`src/compact_tm_pkg.sv`:
```
`default_nettype none
package compact_tm_pkg;

  // ==========================================================
  // Widths and counter constants
  localparam int unsigned ADDR_W         = 8;
  localparam logic [9:0]  COUNT_ZERO     = 10'h000;
  localparam logic [9:0]  COUNT_ONE      = 10'h001;
  localparam logic [9:0]  COUNT_MAX      = 10'h3ff;
  localparam logic [2:0]  CMP_P_ZERO     = 3'h0;
  localparam logic [6:0]  P_LOW_ZERO     = 7'h00;
  localparam logic [10:0] PERIOD_FULL    = 11'h400;

  // ==========================================================
  // Register offsets (byte addresses) and fields
  localparam logic [ADDR_W-1:0] OFS_TIMER_CTRL = 8'h00;
  localparam logic [ADDR_W-1:0] OFS_MODE_CTRL  = 8'h04;
  localparam logic [ADDR_W-1:0] OFS_COMPARE_A  = 8'h08;
  localparam logic [ADDR_W-1:0] OFS_COUNT      = 8'h0c;
  localparam logic [ADDR_W-1:0] OFS_FLAGS      = 8'h10;
  localparam int unsigned COUNTER_ON_BIT  = 3;
  localparam int unsigned FLAG_A_BIT      = 0;
  localparam int unsigned FLAG_P_BIT      = 1;
  localparam logic [7:0]  TIMER_CTRL_MASK = 8'h0f;
  localparam logic [7:0]  TIMER_CTRL_RST  = 8'h00;
  localparam logic [7:0]  MODE_CTRL_RST   = 8'h00;
  localparam logic [9:0]  COMPARE_A_RST   = 10'h000;
  localparam logic [1:0]  RESP_OKAY       = 2'h0;
  localparam logic [1:0]  RESP_SLVERR     = 2'h2;

  // ==========================================================
  // Modes and pin function codes
  typedef enum logic [1:0] {
    MODE_COMPARE = 2'h0,
    MODE_UNDEF   = 2'h1,
    MODE_PWM     = 2'h2,
    MODE_TIMER   = 2'h3
  } op_mode_t;

  localparam logic [1:0] CMP_LOW      = 2'h1;
  localparam logic [1:0] CMP_HIGH     = 2'h2;
  localparam logic [1:0] CMP_TOGGLE   = 2'h3;
  localparam logic [1:0] PWM_INACTIVE = 2'h0;
  localparam logic [1:0] PWM_ACTIVE   = 2'h1;
  localparam logic [1:0] PWM_WAVE     = 2'h2;

  // ==========================================================
  // Carriers
  typedef struct packed {
    logic op_mode_sel_hi;
    logic op_mode_sel_lo;
    logic pin_func_sel_hi;
    logic pin_func_sel_lo;
    logic pin_initial_level;
    logic pin_invert;
    logic pwm_role_swap;
    logic clear_source_sel;
  } timer_mode_control_t;

  typedef struct packed {
    logic [9:0] count;
    logic       match_a;
    logic       match_p;
    logic       on_rise;
  } count_status_t;

  function automatic op_mode_t mode_of(input timer_mode_control_t c);
    return op_mode_t'({c.op_mode_sel_hi, c.op_mode_sel_lo});
  endfunction : mode_of

endpackage : compact_tm_pkg
`default_nettype wire

```
`src/tm_count_core.sv`:
```
`default_nettype none
module tm_count_core
  import compact_tm_pkg::*;
(
  input  wire logic                aclk,
  input  wire logic                aresetn,
  input  wire logic                ce,
  input  wire logic                counter_on,
  input  wire timer_mode_control_t cfg,
  input  wire logic [9:0]          compare_a_value,
  input  wire logic [2:0]          compare_p_value,
  output var  count_status_t       status
);

  // ==========================================================
  // Counter state
  logic [9:0] count;
  logic [9:0] next_count;
  logic       on_prev;
  logic       next_on_prev;
  logic       running;
  logic       hit_a;
  logic       hit_p;
  logic       clear_on_a;

  // Comparators and clear selection; the stale count in the
  // rise cycle is kept out of the comparators by on_prev
  always_comb begin
    running = counter_on && on_prev && (mode_of(cfg) != MODE_UNDEF);
    hit_a = running && (compare_a_value != COUNT_ZERO)
            && (count == compare_a_value);
    hit_p = running && (compare_p_value != CMP_P_ZERO)
            && (count == {compare_p_value, P_LOW_ZERO});
    clear_on_a = (mode_of(cfg) == MODE_PWM) ? cfg.pwm_role_swap
                                            : cfg.clear_source_sel;
    next_on_prev = counter_on;
    next_count = count;
    if (counter_on && !on_prev) begin
      next_count = COUNT_ZERO;
    end else if (running) begin
      if (clear_on_a ? hit_a : hit_p) begin
        next_count = COUNT_ZERO;
      end else begin
        next_count = count + COUNT_ONE;
      end
    end
    status = '{count: count, match_a: hit_a, match_p: hit_p,
               on_rise: counter_on && !on_prev};
  end

  // Register stage, frozen while ce is low
  always_ff @(posedge aclk) begin
    if (!aresetn) begin
      count   <= COUNT_ZERO;
      on_prev <= 1'h0;
    end else if (ce) begin
      count   <= next_count;
      on_prev <= next_on_prev;
    end
  end
endmodule : tm_count_core
`default_nettype wire

```
`src/compact_timer_mode_control.sv`:
```
// Chosen here: the placing of the registers and the AXI4-Lite slave port.
`default_nettype none
module compact_timer_mode_control
  import compact_tm_pkg::*;
(
  input  wire logic              aclk,
  input  wire logic              aresetn,
  input  wire logic              ce,
  input  wire logic [ADDR_W-1:0] awaddr,
  input  wire logic              awvalid,
  output logic                   awready,
  input  wire logic [31:0]       wdata,
  input  wire logic [3:0]        wstrb,
  input  wire logic              wvalid,
  output logic                   wready,
  output logic [1:0]             bresp,
  output logic                   bvalid,
  input  wire logic              bready,
  input  wire logic [ADDR_W-1:0] araddr,
  input  wire logic              arvalid,
  output logic                   arready,
  output logic [31:0]            rdata,
  output logic [1:0]             rresp,
  output logic                   rvalid,
  input  wire logic              rready,
  output logic                   timer_out_pin0,
  output logic                   timer_out_pin1,
  output logic                   timer_out_oe
);

  // ==========================================================
  // State
  logic [7:0]          timer_ctrl, next_timer_ctrl;
  timer_mode_control_t mode_ctrl, next_mode_ctrl;
  logic [9:0]          compare_a_value, next_compare_a_value;
  logic                flag_a, next_flag_a;
  logic                flag_p, next_flag_p;
  logic                aw_held, next_aw_held;
  logic                w_held, next_w_held;
  logic [ADDR_W-1:0]   wr_addr, next_wr_addr;
  logic [31:0]         wr_data, next_wr_data;
  logic [3:0]          wr_strb, next_wr_strb;
  logic                next_awready, next_wready, next_arready;
  logic                next_bvalid, next_rvalid;
  logic [1:0]          next_bresp, next_rresp;
  logic [31:0]         next_rdata;
  logic                pin_level, next_pin_level;
  logic                next_pin0, next_oe;
  logic                set_p;
  logic                wave_active;
  logic [10:0]         p_span, a_span, period, duty;
  op_mode_t            mode;
  logic [1:0]          pin_func;
  logic                counter_on;
  logic [2:0]          compare_p_value;
  count_status_t       status;

  assign counter_on      = timer_ctrl[COUNTER_ON_BIT];
  assign compare_p_value = timer_ctrl[2:0];
  assign mode            = mode_of(mode_ctrl);
  assign pin_func = {mode_ctrl.pin_func_sel_hi, mode_ctrl.pin_func_sel_lo};

  // ==========================================================
  // Helpers
  function automatic logic [7:0] merge_byte(input logic [7:0] old,
                                            input logic [31:0] data,
                                            input logic [3:0] strb,
                                            input int lane);
    return strb[lane] ? data[lane*8 +: 8] : old;
  endfunction : merge_byte

  function automatic logic addr_known(input logic [ADDR_W-1:0] a);
    return (a == OFS_TIMER_CTRL) || (a == OFS_MODE_CTRL) ||
           (a == OFS_COMPARE_A) || (a == OFS_COUNT) || (a == OFS_FLAGS);
  endfunction : addr_known

  function automatic logic [31:0] read_word(input logic [ADDR_W-1:0] a);
    logic [31:0] v;
    v = '0;
    case (a)
      OFS_TIMER_CTRL: v[7:0] = timer_ctrl;
      OFS_MODE_CTRL:  v[7:0] = mode_ctrl;
      OFS_COMPARE_A:  v[9:0] = compare_a_value;
      OFS_COUNT:      v[9:0] = status.count;
      OFS_FLAGS: begin
        v[FLAG_A_BIT] = flag_a;
        v[FLAG_P_BIT] = flag_p;
      end
      default:        v = '0;
    endcase
    return v;
  endfunction : read_word

  // ==========================================================
  // Counter and comparators
  tm_count_core u_core (
    .aclk            (aclk),
    .aresetn         (aresetn),
    .ce              (ce),
    .counter_on      (counter_on),
    .cfg             (mode_ctrl),
    .compare_a_value (compare_a_value),
    .compare_p_value (compare_p_value),
    .status          (status)
  );

  // ==========================================================
  // Bus slave, registers and match flags
  // Address and data are caught separately so either may come first
  always_comb begin
    next_timer_ctrl      = timer_ctrl;
    next_mode_ctrl       = mode_ctrl;
    next_compare_a_value = compare_a_value;
    next_flag_a          = flag_a;
    next_flag_p          = flag_p;
    next_aw_held         = aw_held;
    next_w_held          = w_held;
    next_wr_addr         = wr_addr;
    next_wr_data         = wr_data;
    next_wr_strb         = wr_strb;
    next_bvalid          = bvalid;
    next_bresp           = bresp;
    next_rvalid          = rvalid;
    next_rresp           = rresp;
    next_rdata           = rdata;
    if (awvalid && awready) begin
      next_aw_held = 1'h1;
      next_wr_addr = awaddr;
    end
    if (wvalid && wready) begin
      next_w_held  = 1'h1;
      next_wr_data = wdata;
      next_wr_strb = wstrb;
    end
    if (bvalid && bready) begin
      next_bvalid = 1'h0;
    end
    if (aw_held && w_held && !bvalid) begin
      next_aw_held = 1'h0;
      next_w_held  = 1'h0;
      next_bvalid  = 1'h1;
      next_bresp   = addr_known(wr_addr) ? RESP_OKAY : RESP_SLVERR;
      case (wr_addr)
        OFS_TIMER_CTRL: next_timer_ctrl =
          merge_byte(timer_ctrl, wr_data, wr_strb, 0) & TIMER_CTRL_MASK;
        OFS_MODE_CTRL: next_mode_ctrl = timer_mode_control_t'(
          merge_byte(mode_ctrl, wr_data, wr_strb, 0));
        OFS_COMPARE_A: begin
          next_compare_a_value[7:0] =
            merge_byte(compare_a_value[7:0], wr_data, wr_strb, 0);
          next_compare_a_value[9:8] = wr_strb[1] ? wr_data[9:8]
                                                 : compare_a_value[9:8];
        end
        OFS_FLAGS: if (wr_strb[0]) begin
          // Write one to clear
          next_flag_a = flag_a & ~wr_data[FLAG_A_BIT];
          next_flag_p = flag_p & ~wr_data[FLAG_P_BIT];
        end
        default: ;
      endcase
    end
    // Hardware set beats a same-cycle software clear
    set_p = status.match_p &&
            ((mode == MODE_PWM) || !mode_ctrl.clear_source_sel);
    next_flag_a = next_flag_a | status.match_a;
    next_flag_p = next_flag_p | set_p;
    if (rvalid && rready) begin
      next_rvalid = 1'h0;
    end
    if (arvalid && arready) begin
      next_rvalid = 1'h1;
      next_rdata  = read_word(araddr);
      next_rresp  = addr_known(araddr) ? RESP_OKAY : RESP_SLVERR;
    end
    next_awready = !next_aw_held && !next_bvalid;
    next_wready  = !next_w_held && !next_bvalid;
    next_arready = !next_rvalid;
  end

  always_ff @(posedge aclk) begin
    if (!aresetn) begin
      timer_ctrl      <= TIMER_CTRL_RST;
      mode_ctrl       <= timer_mode_control_t'(MODE_CTRL_RST);
      compare_a_value <= COMPARE_A_RST;
      flag_a          <= 1'h0;
      flag_p          <= 1'h0;
      aw_held         <= 1'h0;
      w_held          <= 1'h0;
      wr_addr         <= '0;
      wr_data         <= '0;
      wr_strb         <= '0;
      awready         <= 1'h0;
      wready          <= 1'h0;
      arready         <= 1'h0;
      bvalid          <= 1'h0;
      bresp           <= RESP_OKAY;
      rvalid          <= 1'h0;
      rresp           <= RESP_OKAY;
      rdata           <= '0;
    end else if (ce) begin
      timer_ctrl      <= next_timer_ctrl;
      mode_ctrl       <= next_mode_ctrl;
      compare_a_value <= next_compare_a_value;
      flag_a          <= next_flag_a;
      flag_p          <= next_flag_p;
      aw_held         <= next_aw_held;
      w_held          <= next_w_held;
      wr_addr         <= next_wr_addr;
      wr_data         <= next_wr_data;
      wr_strb         <= next_wr_strb;
      awready         <= next_awready;
      wready          <= next_wready;
      arready         <= next_arready;
      bvalid          <= next_bvalid;
      bresp           <= next_bresp;
      rvalid          <= next_rvalid;
      rresp           <= next_rresp;
      rdata           <= next_rdata;
    end
  end

  // ==========================================================
  // Output pin control
  // Spans are 11 bits so that a zero setting can mean 1024
  always_comb begin
    p_span = (compare_p_value == CMP_P_ZERO) ? PERIOD_FULL
             : {1'h0, compare_p_value, P_LOW_ZERO};
    a_span = (compare_a_value == COUNT_ZERO) ? PERIOD_FULL
             : {1'h0, compare_a_value};
    period = mode_ctrl.pwm_role_swap ? a_span : p_span;
    duty   = mode_ctrl.pwm_role_swap ? p_span
                                     : {1'h0, compare_a_value};
    wave_active = (duty >= period) || ({1'h0, status.count} < duty);
    next_pin_level = pin_level;
    next_oe        = 1'h0;
    case (mode)
      MODE_COMPARE: begin
        next_oe = 1'h1;
        if (status.on_rise) begin
          next_pin_level = mode_ctrl.pin_initial_level;
        end else if (status.match_a) begin
          case (pin_func)
            CMP_LOW:    next_pin_level = 1'h0;
            CMP_HIGH:   next_pin_level = 1'h1;
            CMP_TOGGLE: next_pin_level = ~pin_level;
            default:    next_pin_level = pin_level;
          endcase
        end
      end
      MODE_PWM: begin
        next_oe = 1'h1;
        case (pin_func)
          PWM_ACTIVE: next_pin_level = mode_ctrl.pin_initial_level;
          PWM_WAVE:   next_pin_level = wave_active
                        ? mode_ctrl.pin_initial_level
                        : ~mode_ctrl.pin_initial_level;
          default:    next_pin_level = ~mode_ctrl.pin_initial_level;
        endcase
      end
      default: next_oe = 1'h0;
    endcase
    next_pin0 = next_pin_level ^ mode_ctrl.pin_invert;
  end

  always_ff @(posedge aclk) begin
    if (!aresetn) begin
      pin_level      <= 1'h0;
      timer_out_pin0 <= 1'h0;
      timer_out_pin1 <= 1'h1;
      timer_out_oe   <= 1'h0;
    end else if (ce) begin
      pin_level      <= next_pin_level;
      timer_out_pin0 <= next_pin0;
      timer_out_pin1 <= ~next_pin0;
      timer_out_oe   <= next_oe;
    end
  end
endmodule : compact_timer_mode_control
`default_nettype wire

```
`config.mk`:
```
export PLATFORM = sky130hd
export DESIGN_NAME = compact_timer_mode_control
export DESIGN_NICKNAME = d
export VERILOG_FILES = /design/src/compact_tm_pkg.sv /design/src/tm_count_core.sv /design/src/compact_timer_mode_control.sv
export SDC_FILE = /design/constraint.sdc
export NUM_CORES = 1
export LEC_CHECK = 0
export ABC_AREA = 1
export BUFFER_PORTS_ARGS = -buffer_cell sky130_fd_sc_hd__buf_2
export CORE_MARGIN = 2
export CORE_UTILIZATION = 55
export CTS_BUF_LIST = sky130_fd_sc_hd__clkbuf_4 sky130_fd_sc_hd__clkbuf_8
export CTS_CLUSTER_SIZE = 14
export DETAILED_ROUTE_END_ITERATION = 10
export GPL_TIMING_DRIVEN = 0
export HOLD_SLACK_MARGIN = 0.03
export PLACE_DENSITY = 0.82
export SLEW_MARGIN = 20
export SYNTH_ARGS = -nofsm -noshare
export SYNTH_HDL_FRONTEND = slang
export SYNTH_SLANG_ARGS = --single-unit
```
`constraint.sdc`:
```
create_clock -name aclk -period 7 [get_ports aclk]
set_input_delay 0.35 -clock aclk [delete_from_list [all_inputs] [get_ports aclk]]
set_output_delay 0.35 -clock aclk [all_outputs]
set_load 0.02 [all_outputs]
```
==> impl_metrics.yaml <==
global_route:
  track_usage: 0.287
  grt_pass1_vias: 4176
  antenna_found_initial: 0
  gr-total-overflow: 0
  grt_pass1_wl_microns: 19600
  grt_max_degree: 18
setup_path:
  reg2reg_depth: 19
  reg2reg_to: "timer_out_pin0$_SDFFE_PN0P_"
  worstSetupPathType: "flip-flop to flip-flop"
  r2r-start: "mode_ctrl[1]$_SDFFE_PN0P_"
  crit_slowest_cell: "dfxtp_1"
  cpMostUsedCell: "nand2_1"
  crit_fanout: 10
  path_cells: "buf_4 > clkbuf_1 > nand2_1 > o21ai_0 > inv_1 > ha_1 > a21oi_1 > o21a_1 > nand2_1 > nor2_2 > nand3_1 > nand3_1 > nand2_1 > nand3_1 > nand3_1 > nand2_1 > nand3_2 > nand2_1 > inv_1"
  required_ps: 7270
  reg2reg_slack_ps: 4360
  cp-start-kind: "flip-flop"
  crit_path_max_incr_delay_ps: 320
  cp_data_arrival_time_ps: 2910
  endpoint_kind: "flip-flop"
drt:
  wl_per_cell_microns: 14.6
  drc_errors: 0
  antenna_left: 0
  routed_wl_microns: 11800
  dr.pass1.iters: 5
  drt-initial-drc-count: 344
  viasPerCell: 5.39
  vias: 4363
logic_synthesis:
  yosysUniqueCellTypes: 45
  synth_top_area_cell: "dfxtp_1"
  synth_commonest_cells: "nand2_1, inv_1, dfxtp_1, o21ai_0, a21oi_1"
  yosysMostFrequentCell: "nand2_1"
  ys_dominant_reg_cell: "dfxtp_1"
  synth_top_area_frac: 0.357
  yosysSeqAreaShare: 0.357
  synth.avg_cell_area_sq_um: 7.11
  synth_cells: 615
  async_reset_ff_frac: 0
  synth.area.top_cells: "dfxtp_1, o21ai_0, a21oi_1"
  synth-seq-cells: 78
  synth_warnings: 0
  syn_area_sq_um: 4370
  synth_edf_count: 0
finish:
  area_growth_pct: 15.6
  diodes: 0
  fill_cells: 705
  fin_util: 0.654
  register_area_sq_um: 1560
  multi_input_area_sq_um: 2290
  drive_gt1_frac: 0.178
  fin_nets: 780
clock_network:
  cts-resized-gates: 0
  cts.reportedPaths.clkPinSlew_ps: 100
  clock_sinks: 78
  clkLatencyLatePin_ps: 370
  cts_buffers: 9
  cts_max_level: 3
  root_buffer: "clkbuf_8"
  cts_setup_buffers: 0
  postCtsHoldBufs: 0
  cts_tree: "done"
  clockBufferDepth: 2
status:
  status: "completed"
worst_hold_path:
  hp-start: "awaddr[2]"
  worstHoldPathCells: 3
  whs_endpoint: "wr_addr[2]$_SDFFE_PN0P_"
  hp-class: "input port to flip-flop"
floorplan:
  coreArea_sq_um: 7730
  dieArea_sq_um: 8680
  die_x_microns: 93.2
  die_h_microns: 93.2
  io_pins: 104
  start_util: 0.566
  num_rows: 32
sta:
  slew_viol_final: 0
  hold_viol: 0
  setup_viol: 0
  fin_tns_setup_ps: 0
  fin_hold_ws_ps: 248
  fin_crit_sh: 0.377
  slew_headroom: 0.599
  fin_ws_ps: 4360
  rsz0062_at_grt: "no"
  fin_crit_ps: 2640
  timing.fmax_mhz: 379
  worst_pin_slew_ps: 602
  clock_skew_ps: 12.0
power_and_ir_drop:
  peakVddDrop_uv: 150
  p_per_area_nw_per_um2: 176
  p_total_uw: 889
  leakagePower_nw: 2.28
placement:
  detailed_place_hpwl_microns: 9230
  pre_cts_slack_ps: 4380
  portBuffers: 54
  gp_congestion: 0.921
flow_run:
  drv_cap: 0
where the power goes:
group | total, mW | internal (mW) | switching, mW | leakage, nW
logic | 0.0871 | 0.0314 | 0.0557 | 1.54
registers | 0.459 | 0.454 | 0.00539 | 0.632
clock network | 0.342 | 0.141 | 0.201 | 0.101
critical path: cells and delay by family (launching register included):
| family | cells | cell delay, ps |
|---|---|---|
| DFF | 1 | 320 |
| buffers and inverters | 4 | 610 |
| adders and majority gates | 1 | 310 |
| and+or+nand+nor | 11 | 920 |
| AOI/OAI and AO/OA | 3 | 410 |
kinds of logic after synthesis:
logic type	count (synthesis)	share of synthesized area
other	1	0.000858
DFF	78	0.357
buffers and inverters	133	0.139
adders and majority gates	17	0.0487
AOI/OAI and AO/OA	177	0.219
and+or+nand+nor	199	0.215
xor gates and xnor gates	10	0.0200
cells in the final DEF (no fill, tap or decap), types with 3 or more instances in the layout:
master | synthesis | layout
nand2_1 | 94 | 94
inv_1 | 86 | 86
dfxtp_1 | 78 | 78
o21ai_0 | 77 | 77
a21oi_1 | 75 | 75
buf_2 | 2 | 56
nor2_1 | 41 | 41
buf_4 | 26 | 26
conb_1 | 1 | 24
nand3_1 | 22 | 22
ha_1 | 17 | 17
clkbuf_1 | 15 | 15
nor3_1 | 10 | 10
o22ai_1 | 10 | 10
clkbuf_8 | 0 | 9
xor2_1 | 8 | 8
nor3_2 | 5 | 5
nand4_1 | 4 | 4
nor2_4 | 4 | 4
nor2_2 | 3 | 3
nand2_2 | 3 | 3
inv_6 | 0 | 3
metrics by stage:
step                cell area (sq um)  cells
floorplan                        4460    638
global placement                 4860    794
detailed placement               4860    794
CTS                              5050    810
global route                     5050    810
finish                           5050    810
flip-flops by register name, indices dropped and copies added (netlist names), 2 cells and up:
signal           cells
compare_a_value     10
timer_ctrl           4
u_core.count        10
rdata               10
wr_strb              2
mode_ctrl            6
mode                 2
wr_addr              8
wr_data             10
worst max path at each step:
stage                              start                           to  slack [ps]  depth (start not counted)
6_report       mode_ctrl[1]$_SDFFE_PN0P_  timer_out_pin0$_SDFFE_PN0P_        4360                         19
4_1_cts        mode_ctrl[1]$_SDFFE_PN0P_  timer_out_pin0$_SDFFE_PN0P_        4360                         19
2_1_floorplan  mode_ctrl[1]$_SDFFE_PN0P_  timer_out_pin0$_SDFFE_PN0P_        4730                         21
3_3_place_gp   mode_ctrl[1]$_SDFFE_PN0P_  timer_out_pin0$_SDFFE_PN0P_        4420                         21
3_5_place_dp   mode_ctrl[1]$_SDFFE_PN0P_  timer_out_pin0$_SDFFE_PN0P_        4380                         19
5_1_grt        mode_ctrl[1]$_SDFFE_PN0P_  timer_out_pin0$_SDFFE_PN0P_        4070                         21
layer usage:
layer	up-vias	wire length (microns)	part of all wire	global-route usage
met5	-	0	0	0
met4	0	313	0.026	0.109
met3	31	854	0.072	0.0548
met2	185	5630	0.48	0.485
met1	1982	5050	0.43	0.363
li1	2165	-	-	-
area by class of cell:
class / count / share of cell area
Buffer: 44 / 0.0540
Clock buffer: 9 / 0.0245
Timing Repair Buffer: 54 / 0.0535
Clock inverter: 7 / 0.0146
Inverter: 89 / 0.0666
Multi-Input combinational cell: 427 / 0.453
Tap cell: 102 / 0.0253
Sequential cell: 78 / 0.309
(Power assumes the default switching activity.)
